`src/design/store_exec_pkg.sv`:
```
// Shared constants, encodings and carrier types for the store execution block.
package store_exec_pkg;

  // ==========================================================================
  // Instruction encoding
  // ==========================================================================
  localparam logic [5:0] OPC_HALF = 6'h2C;
  localparam logic [5:0] OPC_HALF_UPD = 6'h2D;
  localparam logic [5:0] OPC_EXTENDED = 6'h1F;
  localparam logic [9:0] XO_SINGLE_X = 10'h297;
  localparam logic [9:0] XO_HALF_X = 10'h197;
  localparam logic [9:0] XO_HALF_UX = 10'h1B7;
  localparam logic [9:0] XO_HALF_BRX = 10'h396;

  localparam int OPC_MSB = 31;
  localparam int OPC_LSB = 26;
  localparam int SRC_MSB = 25;
  localparam int SRC_LSB = 21;
  localparam int BASE_MSB = 20;
  localparam int BASE_LSB = 16;
  localparam int INDEX_MSB = 15;
  localparam int INDEX_LSB = 11;
  localparam int XO_MSB = 10;
  localparam int XO_LSB = 1;
  localparam int DISP_MSB = 15;
  localparam int DISP_LSB = 0;

  localparam logic [4:0] GPR_ZERO = 5'h00;

  // ==========================================================================
  // Double to single conversion thresholds (biased double exponent)
  // ==========================================================================
  localparam logic [10:0] EXP_NORM_MIN = 11'h381;
  localparam logic [10:0] EXP_DENORM_MIN = 11'h36A;

  // ==========================================================================
  // Types
  // ==========================================================================
  typedef enum logic [2:0] {
    OP_NONE,
    OP_SINGLE_X,
    OP_HALF_D,
    OP_HALF_DU,
    OP_HALF_X,
    OP_HALF_UX,
    OP_HALF_BRX
  } store_op_e;

  typedef enum logic {
    SIZE_HALF,
    SIZE_WORD
  } store_size_e;

  typedef struct packed {
    logic [31:0] instr;
    logic [31:0] base_val;
    logic [31:0] index_val;
    logic [31:0] src_val;
    logic [63:0] fp_val;
  } issue_s;

  typedef struct packed {
    logic [31:0] addr;
    logic [31:0] data;
    store_size_e size;
  } store_req_s;

  typedef struct packed {
    logic align_fault;
    logic dsi_fault;
  } store_resp_s;

  typedef struct packed {
    logic [4:0] idx;
    logic [31:0] value;
  } gpr_wb_s;

  typedef struct packed {
    logic illegal;
    logic align_fault;
    logic dsi_fault;
  } done_s;

endpackage

```
`src/design/fp_single_conv.sv`:
```
// Conversion of a double-precision register image to the single-precision store word.
`timescale 1ns/1ps
module fp_single_conv
  import store_exec_pkg::*;
(
  input wire logic [63:0] dbl,
  output logic [31:0] single
);

  logic [10:0] exp_biased;
  logic [52:0] mant_full;
  logic [52:0] mant_shifted;
  logic [10:0] shift_wide;

  assign exp_biased = dbl[62:52];
  assign mant_full = {1'b1, dbl[51:0]};
  assign shift_wide = EXP_NORM_MIN - exp_biased;
  assign mant_shifted = mant_full >> shift_wide[4:0];

  // Store conversion is pure bit selection, so it never rounds and never
  // touches the floating-point status; tiny values are denormalised by shifting.
  always_comb
  begin
    if (exp_biased < EXP_NORM_MIN && exp_biased >= EXP_DENORM_MIN)
    begin
      // The hidden one lands in the fraction field, so it is kept below bit 52.
      single = {dbl[63], 8'h00, mant_shifted[51:29]};
    end
    else
    begin
      single = {dbl[63:62], dbl[58:29]};
    end
  end

endmodule

```
`src/design/store_exec.sv`:
```
// Decode and execution of the single indexed and halfword store instructions.
//
// Function
// - Single store writes converted word to storage
// - Indexed address: base plus index, index if zero
// - Displacement address: sign-extended offset plus base
// - Halfword stores write source low halfword
// - Byte-reversed store swaps the two bytes
// - Update writes address back if base nonzero, faultless
// - Single store changes no status or condition
// - Halfword stores change no exception or condition
`timescale 1ns/1ps
module store_exec
  import store_exec_pkg::*;
(
  input wire logic clock,
  input wire logic rst_n,
  input wire logic ce,
  input wire logic issue_valid,
  input wire issue_s issue,
  output logic issue_ready,
  output logic store_valid,
  output store_req_s store_req,
  input wire logic store_ack,
  input wire store_resp_s store_resp,
  output logic gpr_we,
  output gpr_wb_s gpr_wb,
  output logic done,
  output done_s done_info
);

  // ==========================================================================
  // Functions
  // ==========================================================================
  function automatic store_op_e decode_op(input logic [31:0] instr);
    store_op_e op;
    op = OP_NONE;
    if (instr[OPC_MSB:OPC_LSB] == OPC_HALF)
    begin
      op = OP_HALF_D;
    end
    else if (instr[OPC_MSB:OPC_LSB] == OPC_HALF_UPD)
    begin
      op = OP_HALF_DU;
    end
    else if (instr[OPC_MSB:OPC_LSB] == OPC_EXTENDED)
    begin
      if (instr[XO_MSB:XO_LSB] == XO_SINGLE_X)
      begin
        op = OP_SINGLE_X;
      end
      else if (instr[XO_MSB:XO_LSB] == XO_HALF_X)
      begin
        op = OP_HALF_X;
      end
      else if (instr[XO_MSB:XO_LSB] == XO_HALF_UX)
      begin
        op = OP_HALF_UX;
      end
      else if (instr[XO_MSB:XO_LSB] == XO_HALF_BRX)
      begin
        op = OP_HALF_BRX;
      end
    end
    return op;
  endfunction

  // A zero base field means the value zero, not the contents of register 0.
  function automatic logic [31:0] ea_calc(input logic [4:0] base_field,
                                          input logic [31:0] base_val,
                                          input logic [31:0] offset);
    return (base_field == GPR_ZERO) ? offset : base_val + offset;
  endfunction

  function automatic logic is_update(input store_op_e op);
    return (op == OP_HALF_DU) || (op == OP_HALF_UX);
  endfunction

  // ==========================================================================
  // Reset release
  // ==========================================================================
  logic rst_meta_reg;
  logic rst_sync_n;

  always_ff @(posedge clock or negedge rst_n)
  begin
    if (!rst_n)
    begin
      rst_meta_reg <= 1'b0;
      rst_sync_n <= 1'b0;
    end
    else
    begin
      rst_meta_reg <= 1'b1;
      rst_sync_n <= rst_meta_reg;
    end
  end

  // ==========================================================================
  // Operand decode and address, data formation
  // ==========================================================================
  store_op_e op_in;
  logic [4:0] base_field_in;
  logic [31:0] disp_ext;
  logic [31:0] ea_index;
  logic [31:0] ea_disp;
  logic [31:0] single_word;
  logic [15:0] src_half;
  logic take;

  fp_single_conv conv_u (
    .dbl(issue.fp_val),
    .single(single_word)
  );

  assign op_in = decode_op(issue.instr);
  assign base_field_in = issue.instr[BASE_MSB:BASE_LSB];
  assign disp_ext = {{16{issue.instr[DISP_MSB]}}, issue.instr[DISP_MSB:DISP_LSB]};
  assign ea_index = ea_calc(base_field_in, issue.base_val, issue.index_val);
  assign ea_disp = ea_calc(base_field_in, issue.base_val, disp_ext);
  assign src_half = issue.src_val[15:0];
  assign take = issue_valid && issue_ready;

  // ==========================================================================
  // Execution state machine
  // ==========================================================================
  typedef enum logic {ST_IDLE, ST_STORE} state_e;

  state_e state_reg, state_next;
  store_op_e op_reg, op_next;
  logic [4:0] base_field_reg, base_field_next;
  logic issue_ready_reg, issue_ready_next;
  logic store_valid_reg, store_valid_next;
  store_req_s store_req_reg, store_req_next;
  logic gpr_we_reg, gpr_we_next;
  gpr_wb_s gpr_wb_reg, gpr_wb_next;
  logic done_reg, done_next;
  done_s done_info_reg, done_info_next;

  always_comb
  begin
    state_next = state_reg;
    op_next = op_reg;
    base_field_next = base_field_reg;
    store_valid_next = store_valid_reg;
    store_req_next = store_req_reg;
    gpr_we_next = 1'b0;
    gpr_wb_next = gpr_wb_reg;
    done_next = 1'b0;
    done_info_next = done_info_reg;
    case (state_reg)
      ST_IDLE:
      begin
        if (take)
        begin
          if (op_in == OP_NONE)
          begin
            done_next = 1'b1;
            done_info_next = '{illegal: 1'b1, align_fault: 1'b0, dsi_fault: 1'b0};
          end
          else
          begin
            state_next = ST_STORE;
            op_next = op_in;
            base_field_next = base_field_in;
            store_valid_next = 1'b1;
            store_req_next.size = SIZE_HALF;
            store_req_next.data = {16'h0000, src_half};
            if (op_in == OP_HALF_D || op_in == OP_HALF_DU)
            begin
              store_req_next.addr = ea_disp;
            end
            else
            begin
              store_req_next.addr = ea_index;
            end
            if (op_in == OP_SINGLE_X)
            begin
              store_req_next.size = SIZE_WORD;
              store_req_next.data = single_word;
            end
            else if (op_in == OP_HALF_BRX)
            begin
              store_req_next.data = {16'h0000, src_half[7:0], src_half[15:8]};
            end
          end
        end
      end
      ST_STORE:
      begin
        if (store_ack)
        begin
          state_next = ST_IDLE;
          store_valid_next = 1'b0;
          done_next = 1'b1;
          done_info_next = '{illegal: 1'b0, align_fault: store_resp.align_fault,
                             dsi_fault: store_resp.dsi_fault};
          // Only the base register can be written; status, exception and
          // condition registers have no write path out of this block.
          if (is_update(op_reg) && base_field_reg != GPR_ZERO &&
              !store_resp.align_fault && !store_resp.dsi_fault)
          begin
            gpr_we_next = 1'b1;
            gpr_wb_next = '{idx: base_field_reg, value: store_req_reg.addr};
          end
        end
      end
      default:
      begin
        state_next = ST_IDLE;
      end
    endcase
    issue_ready_next = (state_next == ST_IDLE);
  end

  always_ff @(posedge clock or negedge rst_sync_n)
  begin
    if (!rst_sync_n)
    begin
      state_reg <= ST_IDLE;
      op_reg <= OP_NONE;
      base_field_reg <= GPR_ZERO;
      issue_ready_reg <= 1'b0;
      store_valid_reg <= 1'b0;
      store_req_reg <= '0;
      gpr_we_reg <= 1'b0;
      gpr_wb_reg <= '0;
      done_reg <= 1'b0;
      done_info_reg <= '0;
    end
    else if (ce)
    begin
      state_reg <= state_next;
      op_reg <= op_next;
      base_field_reg <= base_field_next;
      issue_ready_reg <= issue_ready_next;
      store_valid_reg <= store_valid_next;
      store_req_reg <= store_req_next;
      gpr_we_reg <= gpr_we_next;
      gpr_wb_reg <= gpr_wb_next;
      done_reg <= done_next;
      done_info_reg <= done_info_next;
    end
  end

  assign issue_ready = issue_ready_reg;
  assign store_valid = store_valid_reg;
  assign store_req = store_req_reg;
  assign gpr_we = gpr_we_reg;
  assign gpr_wb = gpr_wb_reg;
  assign done = done_reg;
  assign done_info = done_info_reg;

  logic idx_form;
  logic ack_clean;
  assign idx_form = (op_in == OP_SINGLE_X) || (op_in == OP_HALF_X) ||
                    (op_in == OP_HALF_UX) || (op_in == OP_HALF_BRX);
  assign ack_clean = store_valid && store_ack && !store_resp.align_fault &&
                     !store_resp.dsi_fault;
endmodule

```
`config.mk`:
```
export PLATFORM = sky130hd
export DESIGN_NAME = store_exec
export DESIGN_NICKNAME = d
export VERILOG_FILES = /design/src/design/store_exec_pkg.sv /design/src/design/fp_single_conv.sv /design/src/design/store_exec.sv
export SDC_FILE = /design/constraint.sdc
export NUM_CORES = 1
export LEC_CHECK = 0
export ABC_AREA = 1
export CORE_ASPECT_RATIO = 1.25
export CORE_MARGIN = 2
export CORE_UTILIZATION = 55
export CTS_CLUSTER_DIAMETER = 40
export DETAILED_ROUTE_END_ITERATION = 6
export DONT_BUFFER_PORTS = 1
export PLACE_DENSITY = 0.7
export SLEW_MARGIN = 20
export SYNTH_ARGS = -nofsm -noshare
export SYNTH_HDL_FRONTEND = slang
export SYNTH_SLANG_ARGS = --single-unit
export TNS_END_PERCENT = 50
```
`constraint.sdc`:
```
create_clock -name clock -period 5.05 [get_ports clock]
set_input_delay 1.2625 -clock clock [delete_from_list [all_inputs] [get_ports clock]]
set_output_delay 1.2625 -clock clock [all_outputs]
set_load 0.03 [all_outputs]
```
# Word level (Yosys, flattened, before mapping)
# Cells that the tools add are included.
[totals] latch_bits=0 word_cells=92 n_memories=0 inputBits=199 reg_bits=120 out_inout_bits=109 mem_bits_rw=0 mem_bits_ro=0
[classes] shift=1 reduce_logical=16 n_lt_le_gt_ge=2 n_mul=0 n_eq_ne=17 add_sub_neg=3 bitwise_logic=3 mux=33 n_div=0
[op_table] operator="$mux 32" n=4
[op_table] operator="$add 32x32->32" n=2
[op_table] operator="$shr 53x5->52" n=1
[op_table] operator="$mux 31" n=1
[op_table] operator="$mux 3" n=10
[op_table] operator="$eq 10x10->1 const B" n=2
[op_table] operator="$eq 10x9->1 const B" n=2
[op_table] operator="$mux 16" n=1
[op_table] operator="$reduce_and 4->1" n=4
[op_table] operator="$mux 1" n=13
[op_table] operator="$eq 6x6->1 const B" n=2
[op_table] operator="$ge 11x10->1 const B" n=1
[op_table] operator="$lt 11x10->1 const B" n=1
[op_table] operator="$eq 3x2->1 const B" n=3
[op_table] operator="$ne 2x2->1 const B" n=4
[op_table] operator="$eq 3x3->1 const B" n=2
[op_table] operator="$eq 6x5->1 const B" n=1
[op_table] operator="$pmux 1 s2" n=3
[op_table] operator="$pmux 3 s2" n=1
[op_table] operator="$logic_and 1x1->1" n=5
[op_table] operator="$logic_not 5->1" n=1
[op_table] operator="$reduce_bool 5->1" n=1
[op_table] operator="$sub 1x5->5 const A" n=1
[op_table] operator="$eq 3x1->1 const B" n=1
[op_table] operator="other kinds (4)" n=8

# Depth between registers and ports, before layout
[depth] ltp_word=13 ltp_mapped=17 ltp_nobuf=17

# Cells and area by module
# Synthesis repeated with hierarchy kept, for this count alone.
[unflattened] hier_cells=2107 area_unflattened_um2=12303.0
[modules_own_cells] module="store_exec" cells_each=1768 area_each_um2=10677.7 instances=1
[modules_own_cells] module="fp_single_conv" cells_each=339 area_each_um2=1625.3 instances=1

# Least setup slack after synthesis
# OpenSTA, ideal clock, no wires.
[synth_timing] path_kind="input -> register" from="in issue[53] in the netlist's numbering" to="reg store_req_reg (netlist bit store_req[1])" cell_stages=15 setup_slack_ns=1.923 t_arrival_ns=3.010 path_cell_list="inv_2 > clkbuf_1 > ha_1 > inv_1 > nand2_1 > inv_1 > nor2_1 > clkinv_1 > clkbuf_1 > nand3_1 > a21oi_1 > o21ai_0 > nand2_1 > nand3_1 > nand2_1"
[synth_via] elab_chain_cells=4 elab_cells_between_ends=7 cone_classes="1 x add/sub; 2 x order compare; 1 x shift; 2 x mux; 1 x reduce/logical"
[synth_lines] item="from (decl)" line_no="store_exec.sv:20" source="input wire issue_s issue,"
[synth_lines] item="$sub 1x5->5, or another cell as far along" line_no="fp_single_conv.sv:17" source="assign shift_wide = EXP_NORM_MIN - exp_biased;"
[synth_lines] item="$shr 53x5->52 or $logic_and 1x1->1 (tied branches)" line_no="fp_single_conv.sv:18, fp_single_conv.sv:24"
[synth_lines] item="$mux 31 *" line_no="fp_single_conv.sv:24" source="if (exp_biased < EXP_NORM_MIN && exp_biased >= EXP_DENORM_MIN)"
[synth_lines] item="$mux 32 *" line_no="store_exec.sv:177" source="if (op_in == OP_SINGLE_X)"
[synth_lines] item="to (signal assigned)" line_no="store_exec.sv:238" source="store_req_reg <= store_req_next;"
[synth_lines] item="to (decl)" line_no="store_exec.sv:134" source="store_req_s store_req_reg, store_req_next;"
# Every way passes the cells marked *; elsewhere a longest branch is shown, timed or not.
# A chain may end at the register's enable or synchronous reset.

# Worst setup path in the final report
# Ends and elaborated chain as after synthesis.

==> results.md <==
* Status: finished, final reports clean
* Highest routed layer: met4
* Reg clk slew, reported paths at 0.07 ns
* Max Slew Vio Count at 0
* Commonest cells post-synth: nand2_1 (827), inv_1 (325), nand3_1 (173)
* CP Class: input port to flip-flop
* Clock skew at about 0.014 ns
* Vias in the first global route at between 10000 and 15000
* P&R area growth vs syn at 6.68%
* Syn Inst Count at 2085
* Fin crit share at 66.5%
* Die height at ~170 um
* Met2 wire len at about 21000 um
* First-pass GRT wire length at 66100 um
* Pint at 2.04 mW
* Hold_ws at approximately 0.35 ns
* Dominant synthesized flop cell: dfrtp_1
* Wire length on met1 at 14800 um
* Worst-case vdd ir drop at roughly 0.23 mV
* Clk sink count at 120
* Final WL at 43400 um
* Post-CTS setup buffer count at 0
* ANT cells at 0
* HP Class: flip-flop to flip-flop
* ANT nets after route at 0
* Number of synthesized flops with an enable pin at 0
* Yosys top cell area share at approximately 26%
* Via count at 12900
* Register area share after synthesis at 24.7%
* Clock tree from TritonCTS: done
* MaxCap Viol Count at 0
* Max clock buf depth at 2
* Drt drc at 0
* Most frequent cell after synthesis: nand2_1
* Slew @ Worst Pin at 0.949 ns
* Dominant cells by area after synthesis: nand2_1 (26%), dfrtp_1 (25%), inv_1 (10%)
* Worst-Skew Late Latency at 0.43 ns
* Die Footprint at 0.0233 mm2
* Via/cell ratio at 5.48
* Gr ovfl total at 0
* Post-layout net count at roughly 2300
* GR Util All Layers at 37.3%
* Net Count, Synth at 2350
* CTS buffer count at 17
* Core area at 0.0216 mm2
* Worst setup EP type: flip-flop
* I/O pin count at 308
* Delay-heaviest family, CP: buffers and inverters
* Final Hold Fails at 0
* Antenna violations before repair at 0
* Dominant cell type by area after synthesis: nand2_1
* Synth warn at 0
* Fraction of power consumed by sequential logic at 35.9%
* Setup-failing EPs final at 0
* Fmax at 0.298 GHz
* First drt pass iteration count at 5
* Resized Gates After CTS at 0
* Max stage delay on crit path at 0.39 ns
* Layout cells sized above 1 at under 10%
* RSZ-0062 raised after global routing: false
* #FFs+latches synth at 120
* Pleak at 7.62 nW
* PortBufs at 0
* CP arrival at between 3 and 4 ns
* Largest net degree at the start of global routing at 81
* Synthesized area per cell at 5.83 um2
* Clock power share at 36.9%
* Hold_buf cts at 0
* Buf+Inv Stages, Crit Path at 6
* Ys async rst share at 100%
* Horiz. Die Dim at about 140 um
* Worst Path Required at ~5.4 ns
* Gate power share at 27.2%
* Final TNS setup at 0 ns
* Mapped Area at 0.0122 mm2
* Max reg flops at 65
* Rel. slew slack at 36.7%
* Fin crit period at 3.36 ns
* Most used cell, CP: nand2_1
* Initial core utilization at a little under three fifths
* CP Max Fanout at 27
* First DRT Iteration DRCs at 855
* Met3 WL post-DR at around 3400 um
* HPWL Detailed at 34700 um
* Cell row count at 60
* Placer congestion estimate at 1.00
* Setup crit start kind: input port
* Synth unique cells at 48
* WL/cell at roughly 18 um
* H-Tree Depth at 4
* Root buffer cell: clkbuf_16
* Crit path cell chain: inv_2 -> ha_1 -> inv_1 -> nand2_1 -> inv_1 -> nor2_1 -> buf_4 -> clkinv_1 -> buf_4 -> nand3_1 -> a21oi_1 -> o21ai_0 -> nand2_1 -> nand3_1 -> nand2_1
* P_sw at 1.32 mW
* Switching Fraction at just under 40%
* Cell at the slowest stage of the critical path: clkinv_1
* P per Cell Area at 260 mW/mm2
==> cell families after synthesis <==
logic type               Yosys count  synth area share, %
buffers and inverters            395                 12.4
flip-flops                       120                 24.7
AO/OA/AOI/OAI                    246                 11.1
multiplexers                      21                 1.94
XOR/XNOR                          30                 2.16
adder cells (fa/ha/maj)           66                 6.92
other                              1               0.0309
AND/OR/NAND/NOR                 1206                 40.7
==> worst reg2reg max path, cell delays in order (launching register included) <==
cell	delay (ns)
dfrtp_1	0.55
nand2_1	0.15
nor2_1	0.30
nand3_4	0.38
inv_2	0.51
nand2_4	0.13
nor2_8	0.25
nand2_1	0.11
nand2_1	0.07
==> cell type report <==
type                       count  area [um2]
multi-input combinational   1570        7650
clock buffer                  17         425
tap                          279         349
clock inverter                15         154
timing repair buffer          16         124
inverter                     333        1250
fill                        2220        8660
sequential                   120        3010
==> cells in the final DEF (no fill, tap or decap), types with 4 or more instances in the layout <==
cell type  count
a21boi_0      11
a21o_1         4
a21oi_1       78
buf_4         15
clkbuf_16     17
clkinv_4       4
dfrtp_1      119
ha_1          64
inv_1        325
inv_2          6
inv_6          7
mux2_2        20
nand2_1      827
nand3_1      173
nand3b_1       9
nand4_1        7
nor2_1       148
nor2_2         4
nor3_1        10
o211ai_1      18
o21ai_0      116
o22ai_1        6
or2_2         10
xnor2_1       17
xor2_1        13
==> metal layers <==
metal | vias to the layer above | GRT usage, %
met1 | 5796 | 36.0
met4 | 0 | 29.3
met2 | 465 | 66.1
met3 | 166 | 10.1
li1 | 6447 | -
met5 | - | 0
==> worst paths after layout <==
| check | from | end | slack [ns] | cells past startpoint |
|---|---|---|---|---|
| max | issue[53] | store_req[1] | 1.69 | 15 |
| min | rst_meta_reg | rst_sync_n | 0.35 | 0 |
| max reg2reg | issue_ready | store_req[26] | 2.54 | 8 |
| min reg2reg | rst_meta_reg | rst_sync_n | 0.35 | 0 |
| max in group asynchronous | rst_sync_n | gpr_wb[20] | 3.39 | 1 |
| min in group asynchronous | rst_sync_n | done_info[1] | 0.49 | 0 |
==> power groups by stage <==
stage          Combinational [mW]  Clock (mW)  Sequential (mW)
2_1_floorplan               0.682           0             1.21
3_3_place_gp                0.885           0             1.23
3_5_place_dp                0.900           0             1.23
4_1_cts                     0.906        1.25             1.21
5_1_grt                      1.04        1.29             1.22
6_report                    0.914        1.24             1.21
==> per-stage QoR <==
stage                     power, mW  utilization (%)  worst slack [ns]  instances  area, um2
after floorplan                1.89                -              1.46       2085      12200
after global placement         2.11             57.2              1.36       2317      12400
after detailed placement       2.13             57.2              1.31       2317      12400
after CTS                      3.36             59.9              1.74       2349      13000
after global routing           3.55             60.0              1.52       2350      13000
final                          3.36             60.0              1.69       2350      13000
(Power assumes the default switching activity.)
